[config.mk]
export PLATFORM = sky130hd
export DESIGN_NAME = phy_power_mode_control
export DESIGN_NICKNAME = d
export VERILOG_FILES = /design/src/hw/phy_pm_pkg.sv /design/src/hw/phy_power_mode_control.sv
export SDC_FILE = /design/constraint.sdc
export NUM_CORES = 1
export LEC_CHECK = 0
export ABC_AREA = 1
export ABC_CLOCK_PERIOD_IN_PS = 1800
export BUFFER_PORTS_ARGS = -buffer_cell sky130_fd_sc_hd__buf_2
export CORE_ASPECT_RATIO = 0.8
export CORE_UTILIZATION = 35
export DETAILED_ROUTE_END_ITERATION = 12
export MAX_ROUTING_LAYER = met4
export SYNTH_ARGS = -nofsm -noshare
export SYNTH_HDL_FRONTEND = slang
export SYNTH_SLANG_ARGS = --single-unit
[constraint.sdc]
create_clock -name clk -period 1.8 [get_ports clk]
set_input_delay 0.45 -clock clk [delete_from_list [all_inputs] [get_ports clk]]
set_output_delay 0.45 -clock clk [all_outputs]
set_load 0.02 [all_outputs]
[src/hw/phy_pm_pkg.sv]
// Constants, types and register map of the PHY power-mode controller.
// Assumes a single 250 MHz clock and a synchronous active-low reset.

package phy_pm_pkg;

  // ----------------------------------------------------------------------
  // clock and timing
  // ----------------------------------------------------------------------
  localparam int CLK_HZ             = 250_000_000;
  localparam int WAKE_TIME_US       = 20;
  localparam int SILENCE_TIME_S     = 3;
  localparam int LINK_PULSE_TIME_S  = 1;
  localparam int REFRESH_TIME_US    = 200;
  localparam int BLINK_HALF_MS      = 50;
  localparam int CLK25_HZ           = 25_000_000;
  localparam int WAKE_CYCLES_DEF    = WAKE_TIME_US * (CLK_HZ / 1_000_000);
  localparam int SILENCE_CYCLES_DEF = SILENCE_TIME_S * CLK_HZ;
  localparam int PULSE_CYCLES_DEF   = LINK_PULSE_TIME_S * CLK_HZ;
  localparam int REFRESH_CYCLES_DEF = REFRESH_TIME_US * (CLK_HZ / 1_000_000);
  localparam int BLINK_CYCLES_DEF   = BLINK_HALF_MS * (CLK_HZ / 1_000);
  localparam logic [2:0] DIV25_LAST = 3'(CLK_HZ / (2 * CLK25_HZ) - 1);

  // ----------------------------------------------------------------------
  // register offsets
  // ----------------------------------------------------------------------
  localparam logic [15:0] REG_BASIC_CONTROL   = 16'h0000;
  localparam logic [15:0] REG_CTRL_STATUS_TWO = 16'h0015;
  localparam logic [15:0] REG_LED_CONTROL     = 16'h001d;
  localparam logic [15:0] REG_LOWPOWER_ADV    = 16'h8001;
  localparam logic [15:0] REG_GP_CLOCK_CTRL   = 16'hff1f;

  // ----------------------------------------------------------------------
  // field positions
  // ----------------------------------------------------------------------
  localparam int BC_SOFT_PD_BIT   = 11;
  localparam int CS2_EDPD_EN_BIT  = 3;
  localparam int CS2_MODE_LSB     = 8;
  localparam int CS2_EEE_LINK_BIT = 12;
  localparam int LED_OVERRIDE_BIT = 0;
  localparam int LED_FORCE_ON_BIT = 1;
  localparam int ADV_100_BIT      = 1;
  localparam int GPC_ENABLE_BIT   = 0;
  localparam int GPC_SEL_LSB      = 1;

  // ----------------------------------------------------------------------
  // reset values and writable masks
  // ----------------------------------------------------------------------
  localparam logic [15:0] BASIC_CONTROL_RST = 16'h0000;
  localparam logic [15:0] CS2_RST           = 16'h0000;
  localparam logic [15:0] CS2_RW_MASK       = 16'h00ff;
  localparam logic [15:0] LED_CONTROL_RST   = 16'h0000;
  localparam logic [15:0] LOWPOWER_ADV_RST  = 16'h0000;
  localparam logic [15:0] GP_CLOCK_RST      = 16'h0000;

  // clock output selections
  localparam logic [1:0] GP_SEL_FREE_125 = 2'h0;
  localparam logic [1:0] GP_SEL_25       = 2'h1;
  localparam logic [1:0] GP_SEL_RECOVER  = 2'h2;

  typedef enum logic [2:0] {
    MODE_HW_PD,
    MODE_NORMAL,
    MODE_SOFT_PD,
    MODE_ENERGY_PD,
    MODE_LPI,
    MODE_WAKE
  } pm_mode_t;

endpackage

[src/hw/phy_power_mode_control.sv]
// Power-mode sequencer with LED and general clock output control.
// Assumes straps, line detectors and MAC requests arrive as levels; pins are
// synchronised here, signals from core logic on clk are used directly.

module phy_power_mode_control #(
  parameter int MAC_WIDTH      = 4,
  parameter int WAKE_CYCLES    = phy_pm_pkg::WAKE_CYCLES_DEF,
  parameter int SILENCE_CYCLES = phy_pm_pkg::SILENCE_CYCLES_DEF,
  parameter int PULSE_CYCLES   = phy_pm_pkg::PULSE_CYCLES_DEF,
  parameter int REFRESH_CYCLES = phy_pm_pkg::REFRESH_CYCLES_DEF,
  parameter int BLINK_CYCLES   = phy_pm_pkg::BLINK_CYCLES_DEF
) (
  input  wire logic                 clk,
  input  wire logic                 nrst,
  input  wire logic                 reset_pin_n,
  input  wire logic                 strap_soft_pd,
  input  wire logic                 strap_edpd_en,
  input  wire logic                 strap_eee_en,
  input  wire logic                 led_pin_in,
  output logic                      led_pin_out,
  output logic                      led_pin_oe,
  input  wire logic [15:0]          mgmt_addr,
  input  wire logic [15:0]          mgmt_wdata,
  input  wire logic                 mgmt_wr,
  input  wire logic                 mgmt_rd,
  output logic      [15:0]          mgmt_rdata,
  output logic                      mgmt_ack,
  input  wire logic                 line_energy,
  input  wire logic                 partner_wake,
  input  wire logic                 recovered_clock_in,
  input  wire logic                 link_up,
  input  wire logic                 link_speed_100,
  input  wire logic                 partner_adv_100,
  input  wire logic                 link_activity,
  input  wire logic                 frame_active,
  input  wire logic                 mac_lpi_req,
  input  wire logic [MAC_WIDTH-1:0] core_rxd,
  input  wire logic                 core_rx_ctl,
  input  wire logic                 core_rx_clk,
  output logic      [MAC_WIDTH-1:0] mac_rxd,
  output logic                      mac_rx_ctl,
  output logic                      receive_clock_out,
  output logic                      mac_out_oe,
  output logic                      general_clock_out,
  output logic                      clock_multiplier_en,
  output logic                      core_clock_en,
  output logic                      analog_en,
  output logic                      line_receive_en,
  output logic                      link_bringup_start,
  output logic                      link_pulse,
  output logic                      lpi_refresh,
  output logic                      phy_ready,
  output phy_pm_pkg::pm_mode_t      power_mode
);
  import phy_pm_pkg::*;

  // ----------------------------------------------------------------------
  // elaboration checks
  // ----------------------------------------------------------------------
  if (MAC_WIDTH < 1 || WAKE_CYCLES < 1 || SILENCE_CYCLES < 1 || PULSE_CYCLES < 1 ||
      REFRESH_CYCLES < 1 || BLINK_CYCLES < 1) begin : g_bad_param
    $error("phy_power_mode_control: counts and widths must be at least one");
  end

  // ----------------------------------------------------------------------
  // helpers
  // ----------------------------------------------------------------------
  // saturating counter step
  function automatic logic [31:0] sat_inc(input logic [31:0] v);
    return (v == 32'hffff_ffff) ? v : v + 32'h0000_0001;
  endfunction

  // true once a counter has run its full period
  function automatic logic reached(input logic [31:0] v, input int lim);
    return v >= 32'(lim - 1);
  endfunction

  // ----------------------------------------------------------------------
  // state
  // ----------------------------------------------------------------------
  typedef struct packed {
    logic                 rp1;
    logic                 rp2;
    logic                 rp3;
    logic [2:0]           st1;
    logic [2:0]           st2;
    logic                 ld1;
    logic                 ld2;
    logic                 en1;
    logic                 en2;
    logic                 wk1;
    logic                 wk2;
    logic                 rc1;
    logic                 rc2;
    pm_mode_t             mode;
    logic                 led_active_low;
    logic [15:0]          basic_ctl;
    logic [15:0]          cs2;
    logic [15:0]          led_ctl;
    logic [15:0]          lp_adv;
    logic [15:0]          gpc;
    logic [31:0]          silence_cnt;
    logic [31:0]          pulse_cnt;
    logic [31:0]          wake_cnt;
    logic [31:0]          blink_cnt;
    logic                 blink_ph;
    logic [2:0]           div_cnt;
    logic                 gpclk;
    logic [15:0]          rdata;
    logic                 ack;
    logic [MAC_WIDTH-1:0] rxd;
    logic                 rx_ctl;
    logic                 rxclk;
    logic                 pulse;
    logic                 refresh;
    logic                 bringup;
    logic                 led_out;
  } state_t;

  localparam state_t STATE_RST = '{
    mode:      MODE_HW_PD,
    basic_ctl: BASIC_CONTROL_RST,
    cs2:       CS2_RST,
    led_ctl:   LED_CONTROL_RST,
    lp_adv:    LOWPOWER_ADV_RST,
    gpc:       GP_CLOCK_RST,
    default:   '0
  };

  state_t s;
  state_t next_s;

  logic       soft_pd;
  logic       edpd_en;
  logic       eee_link;
  logic       gp_en;
  logic [1:0] gp_sel;
  logic       release_edge;
  logic       led_lit;

  // decoded controls
  assign soft_pd      = s.basic_ctl[BC_SOFT_PD_BIT];
  assign edpd_en      = s.cs2[CS2_EDPD_EN_BIT];
  assign eee_link     = s.lp_adv[ADV_100_BIT] && partner_adv_100 &&
                        link_speed_100 && link_up;
  assign gp_en        = s.gpc[GPC_ENABLE_BIT];
  assign gp_sel       = s.gpc[GPC_SEL_LSB +: 2];
  assign release_edge = s.rp2 && !s.rp3;

  // ----------------------------------------------------------------------
  // next-state logic
  // ----------------------------------------------------------------------
  always_comb begin
    next_s = s;
    led_lit = 1'b0;

    // pin synchronisers
    next_s.rp1 = reset_pin_n;
    next_s.rp2 = s.rp1;
    next_s.rp3 = s.rp2;
    next_s.st1 = {strap_eee_en, strap_edpd_en, strap_soft_pd};
    next_s.st2 = s.st1;
    next_s.ld1 = led_pin_in;
    next_s.ld2 = s.ld1;
    next_s.en1 = line_energy;
    next_s.en2 = s.en1;
    next_s.wk1 = partner_wake;
    next_s.wk2 = s.wk1;
    next_s.rc1 = recovered_clock_in;
    next_s.rc2 = s.rc1;

    next_s.pulse   = 1'b0;
    next_s.refresh = 1'b0;
    next_s.bringup = 1'b0;
    next_s.ack     = 1'b0;

    // mode sequencing, hardware power-down first
    if (!s.rp2) begin
      next_s.mode        = MODE_HW_PD;
      next_s.basic_ctl   = BASIC_CONTROL_RST;
      next_s.cs2         = CS2_RST;
      next_s.led_ctl     = LED_CONTROL_RST;
      next_s.lp_adv      = LOWPOWER_ADV_RST;
      next_s.gpc         = GP_CLOCK_RST;
      next_s.silence_cnt = '0;
      next_s.pulse_cnt   = '0;
      next_s.wake_cnt    = '0;
    end else if (soft_pd || (release_edge && s.st2[0])) begin
      // a strapped soft power-down goes straight there, no link bring-up
      next_s.mode        = MODE_SOFT_PD;
      next_s.silence_cnt = '0;
      next_s.pulse_cnt   = '0;
      next_s.wake_cnt    = '0;
    end else begin
      unique case (s.mode)
        MODE_HW_PD, MODE_SOFT_PD: begin
          next_s.mode        = MODE_NORMAL;
          next_s.bringup     = 1'b1;
          next_s.silence_cnt = '0;
        end
        MODE_NORMAL: begin
          if (s.en2 || link_up) begin
            next_s.silence_cnt = '0;
          end else begin
            next_s.silence_cnt = sat_inc(s.silence_cnt);
          end
          if (edpd_en && !link_up && reached(s.silence_cnt, SILENCE_CYCLES)) begin
            next_s.mode      = MODE_ENERGY_PD;
            next_s.pulse_cnt = '0;
          end else if (eee_link && mac_lpi_req && !frame_active) begin
            next_s.mode      = MODE_LPI;
            next_s.pulse_cnt = '0;
          end
        end
        MODE_ENERGY_PD: begin
          if (s.en2) begin
            next_s.mode        = MODE_NORMAL;
            next_s.bringup     = 1'b1;
            next_s.silence_cnt = '0;
          end else if (reached(s.pulse_cnt, PULSE_CYCLES)) begin
            next_s.pulse_cnt = '0;
            next_s.pulse     = 1'b1;
          end else begin
            next_s.pulse_cnt = sat_inc(s.pulse_cnt);
          end
        end
        MODE_LPI: begin
          if (!mac_lpi_req || s.wk2 || !eee_link) begin
            next_s.mode     = MODE_WAKE;
            next_s.wake_cnt = '0;
          end else if (reached(s.pulse_cnt, REFRESH_CYCLES)) begin
            next_s.pulse_cnt = '0;
            next_s.refresh   = 1'b1;
          end else begin
            next_s.pulse_cnt = sat_inc(s.pulse_cnt);
          end
        end
        MODE_WAKE: begin
          if (reached(s.wake_cnt, WAKE_CYCLES)) begin
            next_s.mode        = MODE_NORMAL;
            next_s.silence_cnt = '0;
          end else begin
            next_s.wake_cnt = sat_inc(s.wake_cnt);
          end
        end
        default: next_s.mode = MODE_HW_PD;                           // illegal code
      endcase
    end

    // strap capture on reset pin release
    if (release_edge) begin
      next_s.basic_ctl[BC_SOFT_PD_BIT] = s.st2[0];
      next_s.cs2[CS2_EDPD_EN_BIT]      = s.st2[1];
      next_s.lp_adv[ADV_100_BIT]       = s.st2[2];
      next_s.led_active_low            = s.ld2;
    end

    // management access, refused while in hardware power-down
    if (s.rp2 && s.mode != MODE_HW_PD && !release_edge && (mgmt_wr || mgmt_rd)) begin
      next_s.ack = 1'b1;
      if (mgmt_wr) begin
        unique case (mgmt_addr)
          REG_BASIC_CONTROL:   next_s.basic_ctl = mgmt_wdata;
          REG_CTRL_STATUS_TWO: next_s.cs2 = mgmt_wdata & CS2_RW_MASK;
          REG_LED_CONTROL:     next_s.led_ctl = mgmt_wdata;
          REG_LOWPOWER_ADV:    next_s.lp_adv = mgmt_wdata;
          REG_GP_CLOCK_CTRL:   next_s.gpc = mgmt_wdata;
          default:             next_s.rdata = s.rdata;
        endcase
        next_s.rdata = '0;
      end else begin
        unique case (mgmt_addr)
          REG_BASIC_CONTROL:   next_s.rdata = s.basic_ctl;
          REG_CTRL_STATUS_TWO: begin
            next_s.rdata = s.cs2;
            next_s.rdata[CS2_MODE_LSB +: 3] = 3'(s.mode);
            next_s.rdata[CS2_EEE_LINK_BIT]  = eee_link;
          end
          REG_LED_CONTROL:     next_s.rdata = s.led_ctl;
          REG_LOWPOWER_ADV:    next_s.rdata = s.lp_adv;
          REG_GP_CLOCK_CTRL:   next_s.rdata = s.gpc;
          default:             next_s.rdata = '0;
        endcase
      end
    end

    // general clock output divider
    next_s.gpclk = 1'b0;
    next_s.div_cnt = '0;
    if (s.mode != MODE_HW_PD && gp_en) begin
      unique case (gp_sel)
        GP_SEL_FREE_125: next_s.gpclk = !s.gpclk;
        GP_SEL_25: begin
          next_s.div_cnt = (s.div_cnt == DIV25_LAST) ? 3'h0 : s.div_cnt + 3'h1;
          next_s.gpclk   = (s.div_cnt == DIV25_LAST) ? !s.gpclk : s.gpclk;
        end
        GP_SEL_RECOVER:  next_s.gpclk = s.rc2;
        default:         next_s.gpclk = 1'b0;
      endcase
    end

    // LED: link solid, activity blink, software override
    if (reached(s.blink_cnt, BLINK_CYCLES)) begin
      next_s.blink_cnt = '0;
      next_s.blink_ph  = !s.blink_ph;
    end else begin
      next_s.blink_cnt = sat_inc(s.blink_cnt);
    end
    if (s.led_ctl[LED_OVERRIDE_BIT]) begin
      led_lit = s.led_ctl[LED_FORCE_ON_BIT];
    end else begin
      led_lit = link_up && !(link_activity && s.blink_ph);
    end
    next_s.led_out = led_lit ^ s.led_active_low;

    // MAC-side outputs: idle in soft power-down, all zero in hardware power-down, forwarded otherwise
    if (s.mode == MODE_SOFT_PD || s.mode == MODE_HW_PD) begin
      next_s.rxd    = '0;
      next_s.rx_ctl = 1'b0;
      next_s.rxclk  = (s.mode == MODE_SOFT_PD);
    end else begin
      next_s.rxd    = core_rxd;
      next_s.rx_ctl = core_rx_ctl;
      next_s.rxclk  = core_rx_clk;
    end
  end

  // ----------------------------------------------------------------------
  // state register
  // ----------------------------------------------------------------------
  always_ff @(posedge clk) begin
    if (!nrst) begin
      s <= STATE_RST;
    end else begin
      s <= next_s;
    end
  end

  // ----------------------------------------------------------------------
  // outputs
  // ----------------------------------------------------------------------
  // clock and analog enables per mode
  assign clock_multiplier_en = (s.mode == MODE_NORMAL || s.mode == MODE_WAKE) ||
                               (s.mode != MODE_HW_PD && gp_en &&
                                gp_sel == GP_SEL_FREE_125);
  assign core_clock_en       = (s.mode == MODE_NORMAL || s.mode == MODE_WAKE);
  assign analog_en           = (s.mode == MODE_NORMAL || s.mode == MODE_WAKE);
  assign line_receive_en     = (s.mode != MODE_HW_PD && s.mode != MODE_SOFT_PD);
  assign phy_ready           = (s.mode == MODE_NORMAL);

  // MAC-side pins released in hardware power-down
  assign mac_out_oe        = (s.mode != MODE_HW_PD);
  assign mac_rxd           = s.rxd;
  assign mac_rx_ctl        = s.rx_ctl;
  assign receive_clock_out = s.rxclk;

  assign general_clock_out  = s.gpclk;
  assign led_pin_out        = s.led_out;
  assign led_pin_oe         = (s.mode != MODE_HW_PD) && !release_edge;
  assign mgmt_rdata         = s.rdata;
  assign mgmt_ack           = s.ack;
  assign link_bringup_start = s.bringup;
  assign link_pulse         = s.pulse;
  assign lpi_refresh        = s.refresh;
  assign power_mode         = s.mode;

endmodule // phy_power_mode_control

Word level (Yosys, flattened, before mapping)
Cells that the tools add are included.
Widths: inputs -> output; s select.
- $add $sub $neg: 5
- order comparisons: 5
- equality and inequality tests: 31
- bitwise operators: 7
- multiplexer cells: 46
- reduce and logical (&&, ||, !) cells: 56
- operators by type and width (kind ; number):
    $mux 32 ; 14
    $mux 80 ; 3
    $add 32x1->32 const B ; 4
    $eq 32x32->1 const B ; 4
    $pmux 32 s4 ; 1
    $mux 16 ; 6
    $pmux 32 s3 ; 1
    $pmux 16 s5 ; 1
    $pmux 32 s2 ; 1
    $eq 16x16->1 const B ; 2
    $eq 16x5->1 const B ; 2
    $ge 32x13->1 const B ; 1
    $ge 32x16->1 const B ; 1
    $ge 32x24->1 const B ; 1
    $ge 32x28->1 const B ; 1
    $ge 32x30->1 const B ; 1
    $reduce_and 4->1 ; 5
    $logic_and 1x1->1 ; 18
    $logic_not 16->1 ; 1
    $ne 2x2->1 const B ; 8
    $mux 3 ; 5
    $pmux 3 s5 ; 1
    $ne 3x3->1 const B ; 4
    $mux 1 ; 10
    26 further kinds ; 54
- logic and storage cells: 187
- output and inout port bits: 38
- bits in registers: 261
- bits of input ports: 56

Longest topological paths before layout
Gate-level depths: netlist of the first run.
- depth in word-level cells: 9
- depth in mapped cells: 16
- depth with buffers taken out: 15

Worst setup path after synthesis of the first run
No wires, ideal clock.
- path kind: register -> register
- from: register s[97] in the netlist's numbering
- to: register s[112] in the netlist's numbering
- data arrival time: 1.863 ns
- buffers on the path: 2
- slack: -0.134 ns
- required time: 1.730 ns
- stages on the path, launching flop included: 14
- period minus slack after synthesis: 1.934 ns
- library setup time: 0.070 ns
- cell sequence: dfxtp_1 -> ha_1 -> buf_2 -> inv_1 -> nor2_2 -> nand2_2 -> nor2_4 -> nand2_2 -> buf_2 -> nand2_1 -> nand2_1 -> nor2_1 -> nand3_1 -> a21oi_1
- longest elaborated chain between the ends: 5
- elaborated cells between the ends (all ways): 10
- classes of those cells: 1 x add/sub; 2 x order compare; 1 x eq/ne; 6 x mux
- RTL lines (item ; line ; text):
    from (decl) ; phy_power_mode_control.sv:130 ; state_t s;
    from (signal assigned) ; phy_power_mode_control.sv:335 ; s <= next_s;
    $add 32x1->32 or $eq 32x32->1 (tied branches) ; phy_power_mode_control.sv:70 ; return (v == 32'hffff_ffff) ? v : v + 32'h0000_0001;
    $mux 32 ; phy_power_mode_control.sv:70 ;
    $mux 32 (on tied branches) ; phy_power_mode_control.sv:231, phy_power_mode_control.sv:220 ;
    $mux 32 (on tied branches) ; phy_power_mode_control.sv:228, phy_power_mode_control.sv:216 ;
    $pmux 32 s3 * ; phy_power_mode_control.sv:195 ; unique case (s.mode)
Mark *: on every way between the ends. The rest lies on a longest branch, timed or not. The select of a mux whose other input is x is not followed.
A chain may end at the register's enable or synchronous reset.

Worst setup path after layout of the first run
- from: register s (netlist bit power_mode[0])
- to: output clock_multiplier_en
- longest elaborated chain between the ends: 4
- elaborated cells between the ends (all ways): 7
- classes of those cells: 2 x eq/ne; 5 x reduce/logical
- RTL lines (item ; line ; text):
    $reduce_bool 3->1 ; phy_power_mode_control.sv:344 ; (s.mode != MODE_HW_PD && gp_en &&
    $logic_and 1x1->1 (2 in series) ; phy_power_mode_control.sv:344 ;
    $logic_or 1x1->1 * ; phy_power_mode_control.sv:343 ; assign clock_multiplier_en = (s.mode == MODE_NORMAL || s.mode == MODE_WAKE) ||
    to (decl) ; phy_power_mode_control.sv:45 ; output logic clock_multiplier_en,
Mark *: on every way between the ends. The rest lies on a longest branch, timed or not.

==> results of run 1 <==
## synth_stat cells (2+ instances only)
cell type	number
nand2_1	543
nor2_1	317
dfxtp_1	257
inv_1	248
a21oi_1	148
nand3_1	139
nand4_1	80
nor3_1	79
o21ai_0	65
clkbuf_1	53
buf_4	29
buf_2	24
o21ai_1	24
xor2_1	21
a221oi_1	18
xnor2_1	17
inv_2	14
nor2_2	10
nand3b_1	8
nor4_1	8
ha_1	6
or2_2	6
and3_1	5
buf_1	3
nor2_4	3
nor3b_1	3
o21bai_1	3
a21o_1	2
a31oi_1	2
clkinv_1	2
nand2_2	2
nand3_2	2
nor3_2	2
o21a_1	2
o31ai_1	2
or2_1	2
## worst max-delay path by stage
| stage | slack [ps] | startpoint | endpoint | cells past startpoint |
|---|---|---|---|---|
| global route | -270 | power_mode[1]$_SDFFE_PN0P_ | clock_multiplier_en | 5 |
| floorplan | -20 | mgmt_addr[13] | s[196]$_SDFF_PN0_ | 9 |
| global placement | -290 | mgmt_addr[13] | edpd_en$_SDFF_PN0_ | 9 |
| CTS | -280 | power_mode[0]$_SDFFE_PP0P_ | clock_multiplier_en | 5 |
| detailed placement | -330 | mgmt_addr[13] | edpd_en$_SDFF_PN0_ | 9 |
| finish | -230 | power_mode[0]$_SDFFE_PP0P_ | clock_multiplier_en | 5 |
## area by class of cell
class | count | area (um2)
tap | 528 | 661
sequential | 257 | 5200
antenna | 1 | 2.50
inverter | 264 | 1010
clock buffer | 41 | 821
multi-input combinational | 1537 | 8450
timing repair buffer | 391 | 3250
clock inverter | 13 | 195
fill | 3789 | 18900
## cells by family after synthesis
logic type | Yosys count | synth area share
AOI/OAI and AO/OA | 270 | 0.106
other | 1 | 0.000272
and+or+nand+nor | 1212 | 0.378
DFF | 257 | 0.373
buffers and inverters | 374 | 0.113
adders and majority gates | 6 | 0.00545
xor gates and xnor gates | 38 | 0.0242
## repair_timing
action,in CTS,in global routing
setup buffers,14,34
setup endpoints to repair,117,163
resized for setup,105,337
pin swaps,26,112
gates cloned,8,11
## where the power goes
group          total (uW)  switching, uW  internal, uW  leakage [uW]
Sequential           5730           15.8          5720       0.00210
Clock                6360           2590          3770      0.000489
Combinational         519            334           185       0.00501
Total               12600           2940          9670       0.00760
## worst register-to-register path: stages (launching register included)
cell	delay (ps)
dfxtp_1	340
nand2_1	110
buf_4	130
inv_1	60
a21oi_1	180
nand2_2	120
a21oi_4	230
buf_8	190
buf_6	120
nand3_2	50
nand2_1	80
nand3_2	60
a21oi_2	130
## flip-flops by register name, summed over array words and instances (netlist names)
name,count
mgmt_rdata,16
link_bringup_start,1
next_s,9
gp_en,1
mgmt_ack,1
gp_sel,2
led_pin_out,1
s,213
receive_clock_out,1
mac_rxd,4
power_mode,3
lpi_refresh,1
link_pulse,1
edpd_en,1
general_clock_out,1
mac_rx_ctl,1
## stage by stage
| step | power [uW] | util | instances |
|---|---|---|---|
| detailed placement | 6280 | 0.424 | 2913 |
| CTS | 12700 | 0.467 | 2988 |
| floorplan | 6060 | - | 2165 |
| global route | 13000 | 0.509 | 3032 |
| finish | 12600 | 0.509 | 3032 |
| global placement | 6280 | 0.424 | 2913 |
## metal layers
metal,global-route usage,vias up,wire (um)
li1,-,7582,-
met1,0.311,7211,21800
met2,0.362,490,21900
met3,0.0356,98,3170
met4,0.0718,0,1550
met5,-,-,0
==> flow_metrics.env, run 1 <==
export IMPL_synth_top_area_frac=0.373
export IMPL_path_common_cell="nand2_4"
export IMPL_reg2reg_setup_slack_ps=-70
export IMPL_cts_sinks=257
export IMPL_dieArea_um2=40200
export IMPL_cts_max_level=1
export IMPL_most_common_layout_cells="468 x nand2_1, 260 x nor2_1, 244 x buf_4"
export IMPL_grt_max_degree=62
export IMPL_drc=0
export IMPL_netlist_instances=2158
export IMPL_async_flop_share=0
export IMPL_wirelength_mm=48.4
export IMPL_yosysWarnings=0
export IMPL_drv_slew=0
export IMPL_die_height_um=179
export IMPL_pre_cts_slack_ps=-328
export IMPL_antenna_left=0
export IMPL_final_common_cell="nand2_1"
export IMPL_min_path_type="in -> reg"
export IMPL_critPathSlowestCell="dfxtp_4"
export IMPL_timing_hold_ws_ps=54.4
export IMPL_rsz0062_at_grt="yes"
export IMPL_routedWlPerCell_um=16.0
export IMPL_r2r_start="s[110]$_SDFFE_PP0P_"
export IMPL_fin_worst_skew_ps=9.00
export IMPL_power_leakage_uw=0.00760
export IMPL_critPathBufInv=1
export IMPL_cp_max_fo=3
export IMPL_synth_seq_cells=257
export IMPL_num_vias=15381
export IMPL_vdd_ir_drop_max_mv=0.653
export IMPL_start_kind="flip-flop"
export IMPL_yosysTopAreaCell="dfxtp_1"
export IMPL_drv_cap=0
export IMPL_routabilityCongestion=0.955
export IMPL_cts_buffer_depth=3
export IMPL_cts_buffers=29
export IMPL_min_from="line_energy"
export IMPL_grt_ovfl_total=0
export IMPL_period_needed_ps=2030
export IMPL_crit_arrival_ps=1580
export IMPL_synth_edf_count=0
export IMPL_crit_type="reg -> out"
export IMPL_fin_area_um2=19600
export IMPL_timing_rr_end="s[111]$_SDFFE_PP0P_"
export IMPL_ios=94
export IMPL_netlist_area_um2=13800
export IMPL_crit_path_end_kind="primary output"
export IMPL_hold_end="next_s[248]$_SDFF_PN0_"
export IMPL_holdBufCountCts=0
export IMPL_yosysSeqAreaShare=0.373
export IMPL_outcome="complete, but fails checks"
export IMPL_power_density_nw_per_um2=644
export IMPL_first_pass_iters=5
export IMPL_synth_area_leaders="dfxtp_1 37%, nand2_1 15%, nor2_1 8.6%"
export IMPL_synth_cell_types=45
export IMPL_crit_family="flip-flops"
export IMPL_grtUsageTotal=0.233
export IMPL_cp_slowest_stage_delay_ps=370
export IMPL_drive_above_1_share=0.314
export IMPL_clk_latency_ps=580
export IMPL_syn_area_per_cell_um2=6.38
export IMPL_initial_utilization=0.358
export IMPL_die_w_um=224
export IMPL_fmax_mhz=493
export IMPL_worst_slew_pin_slew_ps=629
export IMPL_drt_iter0_markers=1209
export IMPL_antenna_found_initial=1
export IMPL_grt_pass1_wl_mm=74.3
export IMPL_rows=64
export IMPL_min_path_cells=3
export IMPL_core_area_um2=38500
export IMPL_io_buffers=93
export IMPL_cp_required_ps=1350
export IMPL_grt_pass1_vias=14291
export IMPL_r2r_cells=12
export IMPL_fin_ws_ps=-227
export IMPL_finalSetupTns_ps=-1830
export IMPL_worst_slew_margin_rel=0.581
export IMPL_cts_tree="built"
export IMPL_hold_violations=0
export IMPL_min_period_over_period=1.13
export IMPL_dp_hpwl_mm=32.0
export IMPL_placed_area_um2=16300
export IMPL_synth_ff_type="dfxtp_1"
export IMPL_avgViaCountPerCell=5.07
export IMPL_final_net_count=2542
export IMPL_finalSetupViolCount=36
export IMPL_root_buffer="clkbuf_16"
export IMPL_clk_pin_slew_ps=60
export IMPL_violations="setup timing"
export IMPL_syn_to_final_growth_pct=42.2
export IMPL_path_cells="nor2_4 > nand2_4 > nand2_4 > o31ai_4 > buf_6"
No activity file was read; power rests on OpenSTA's default activity.
==> run 2, diff against run 1 <==
CORE_UTILIZATION = 45   (was 35)
==> run 2 against run 1 <==
Net effect:
- the run still ends with setup timing left
- global-route usage grew 6.3 points
- power grew 1.8%
- cell area shrank 2.3%
- fmax shrank 1.3%
- largest power group unchanged
- critical path type unchanged
- sequential power is essentially flat
- wire length shrank 2.9%
- non-clock buffer count shrank 8
- die area shrank 22%
- first-iteration DRC count grew 3.6%
==> flow_metrics.env, run 2 (same netlist as run 1, synthesis figures left out) <==
export IMPL_avgViaCountPerCell=5.27
export IMPL_outcome="complete, but fails checks"
export IMPL_holdBufCountCts=0
export IMPL_cts_sinks=257
export IMPL_path_cells="inv_4 > nand2_4 > buf_6 > nand2_4 > o31ai_4 > buf_6"
export IMPL_vdd_ir_drop_max_mv=0.687
export IMPL_finalSetupViolCount=73
export IMPL_min_path_cells=3
export IMPL_seqPwrFrac=0.447
export IMPL_fin_worst_skew_ps=14.8
export IMPL_dp_hpwl_mm=31.6
export IMPL_drt_iter0_markers=1252
export IMPL_wirelength_mm=47.0
export IMPL_fin_util=0.644
export IMPL_min_path_type="in -> reg"
export IMPL_drv_cap=0
export IMPL_most_common_layout_cells="466 x nand2_1, 273 x nor2_1, 242 x buf_4"
export IMPL_syn_to_final_growth_pct=39.0
export IMPL_antenna_cells=0
export IMPL_grt_ovfl_total=0
export IMPL_critPathSlowestCell="dfxtp_2"
export IMPL_timing_rr_end="s[153]$_SDFFE_PP0P_"
export IMPL_crit_path_end_kind="primary output"
export IMPL_crit_arrival_ps=1610
export IMPL_crit_family="flip-flops"
export IMPL_rsz0062_at_grt="yes"
export IMPL_grt_pass1_vias=14071
export IMPL_cp_max_fo=4
export IMPL_first_pass_iters=6
export IMPL_final_net_count=2532
export IMPL_cp_slowest_stage_delay_ps=350
export IMPL_switching_share=0.232
export IMPL_power_leakage_uw=0.00788
export IMPL_start_kind="flip-flop"
export IMPL_fillers=2751
export IMPL_io_buffers=93
export IMPL_clk_latency_ps=590
export IMPL_drc=0
export IMPL_fmax_mhz=487
export IMPL_reg2reg_setup_slack_ps=-210
export IMPL_combinationalPowerShare=0.042
export IMPL_routabilityCongestion=0.970
export IMPL_fin_area_um2=19100
export IMPL_min_from="recovered_clock_in"
export IMPL_violations="setup timing"
export IMPL_final_common_cell="nand2_1"
export IMPL_dieArea_um2=31300
export IMPL_clk_pin_slew_ps=60
export IMPL_die_height_um=159
export IMPL_timing_hold_ws_ps=42.3
export IMPL_root_buffer="clkbuf_16"
export IMPL_cts_buffers=29
export IMPL_pwr_share_clk=0.512
export IMPL_antenna_left=0
export IMPL_top_register="s"
export IMPL_cts_tree="built"
export IMPL_finalSetupTns_ps=-9700
export IMPL_hold_violations=0
export IMPL_grt_pass1_wl_mm=71.8
export IMPL_grtUsageTotal=0.297
export IMPL_drive_above_1_share=0.292
export IMPL_r2r_start="power_mode[2]$_SDFFE_PP0P_"
export IMPL_core_area_um2=29700
export IMPL_routedWlPerCell_um=16.2
export IMPL_ios=94
export IMPL_drv_slew=0
export IMPL_num_vias=15289
export IMPL_rows=56
export IMPL_fin_ws_ps=-255
export IMPL_cts_max_level=1
export IMPL_internal_power_uw=9860
export IMPL_antenna_found_initial=0
export IMPL_initial_utilization=0.464
export IMPL_largest_reg_flops=213
export IMPL_cp_required_ps=1350
export IMPL_crit_type="reg -> out"
export IMPL_die_w_um=198
export IMPL_hold_end="next_s[244]$_SDFF_PN0_"
export IMPL_switchingPower_uw=2980
export IMPL_critPathBufInv=3
export IMPL_r2r_cells=10
export IMPL_grt_max_degree=33
export IMPL_placed_area_um2=16400
export IMPL_cts_buffer_depth=3
export IMPL_min_period_over_period=1.14
export IMPL_period_needed_ps=2060
export IMPL_power_density_nw_per_um2=670
==> run 2: changes by cell type in the layout (fill, tap and decap cells not counted), sizes merged <==
| cell | change |
|---|---|
| clkbuf | -8 |
| clkinv | +3 |
| buf | -6 |
| clkinvlp | +2 |
| inv | -1 |
| nand2 | -2 |
| diode | -1 |
| bufbuf | +1 |
| bufinv | +1 |
==> run 2: cell type report <==
class | count | area (um2) | share of cell area
timing repair buffer | 383 | 3170 | 0.166
clock inverter | 18 | 249 | 0.0130
clock buffer | 36 | 812 | 0.0424
inverter | 264 | 1000 | 0.0523
sequential | 257 | 5200 | 0.272
multi-input combinational | 1535 | 8200 | 0.428
tap | 406 | 508 | 0.0265
==> run 2: stage by stage <==
| step | instances | total power (uW) | worst slack (ps) |
|---|---|---|---|
| after detailed placement | 2804 | 6290 | -245 |
| after global placement | 2804 | 6290 | -241 |
| after global routing | 2899 | 13200 | -303 |
| after floorplan | 2165 | 6060 | -24.9 |
| after CTS | 2876 | 12900 | -329 |
| final | 2899 | 12800 | -255 |
==> run 2: timing repair <==
| item | in CTS | in global routing |
|---|---|---|
| cloned | 7 | 6 |
| endpoints found under the setup margin | 98 | 177 |
| buffers inserted | 11 | 19 |
| resized for setup | 105 | 278 |
| pin swaps | 24 | 62 |
==> run 2: power groups by stage <==
stage	Clock, uW	Combinational (uW)	Sequential [uW]
after global routing	6900	569	5730
after global placement	0	427	5860
final	6570	535	5730
after CTS	6670	479	5740
after detailed placement	0	429	5860
after floorplan	0	194	5860
==> run 2: metal layers <==
layer | GRT usage | vias to the layer above | wire length [um] | part of all wire
met5 | - | - | 0 | 0
met4 | 0.0945 | 0 | 1430 | 0.030
met3 | 0.0436 | 110 | 2820 | 0.060
met2 | 0.456 | 483 | 20700 | 0.44
met1 | 0.400 | 7131 | 22000 | 0.47
li1 | - | 7565 | - | -
==> run 2: worst max path at each step <==
stage	startpoint	end	cells after the start	slack [ps]
global placement	mgmt_addr[13]	s[182]$_SDFF_PN0_	8	-240
global route	power_mode[1]$_SDFFE_PN0P_	clock_multiplier_en	6	-300
CTS	power_mode[2]$_SDFFE_PP0P_	clock_multiplier_en	6	-330
detailed placement	mgmt_addr[13]	mgmt_rdata[13]$_SDFFE_PN0P_	11	-250
floorplan	mgmt_addr[13]	s[196]$_SDFF_PN0_	9	-20
finish	power_mode[1]$_SDFFE_PN0P_	clock_multiplier_en	6	-260
==> run 2: worst register-to-register path, cell delays in order (launching register included) <==
cell,delay (ps)
dfxtp_4,360
buf_4,160
buf_6,130
nor3_4,250
inv_2,60
or2_4,240
nand4_1,210
buf_4,180
clkbuf_16,180
nand2_4,60
a21oi_2,120
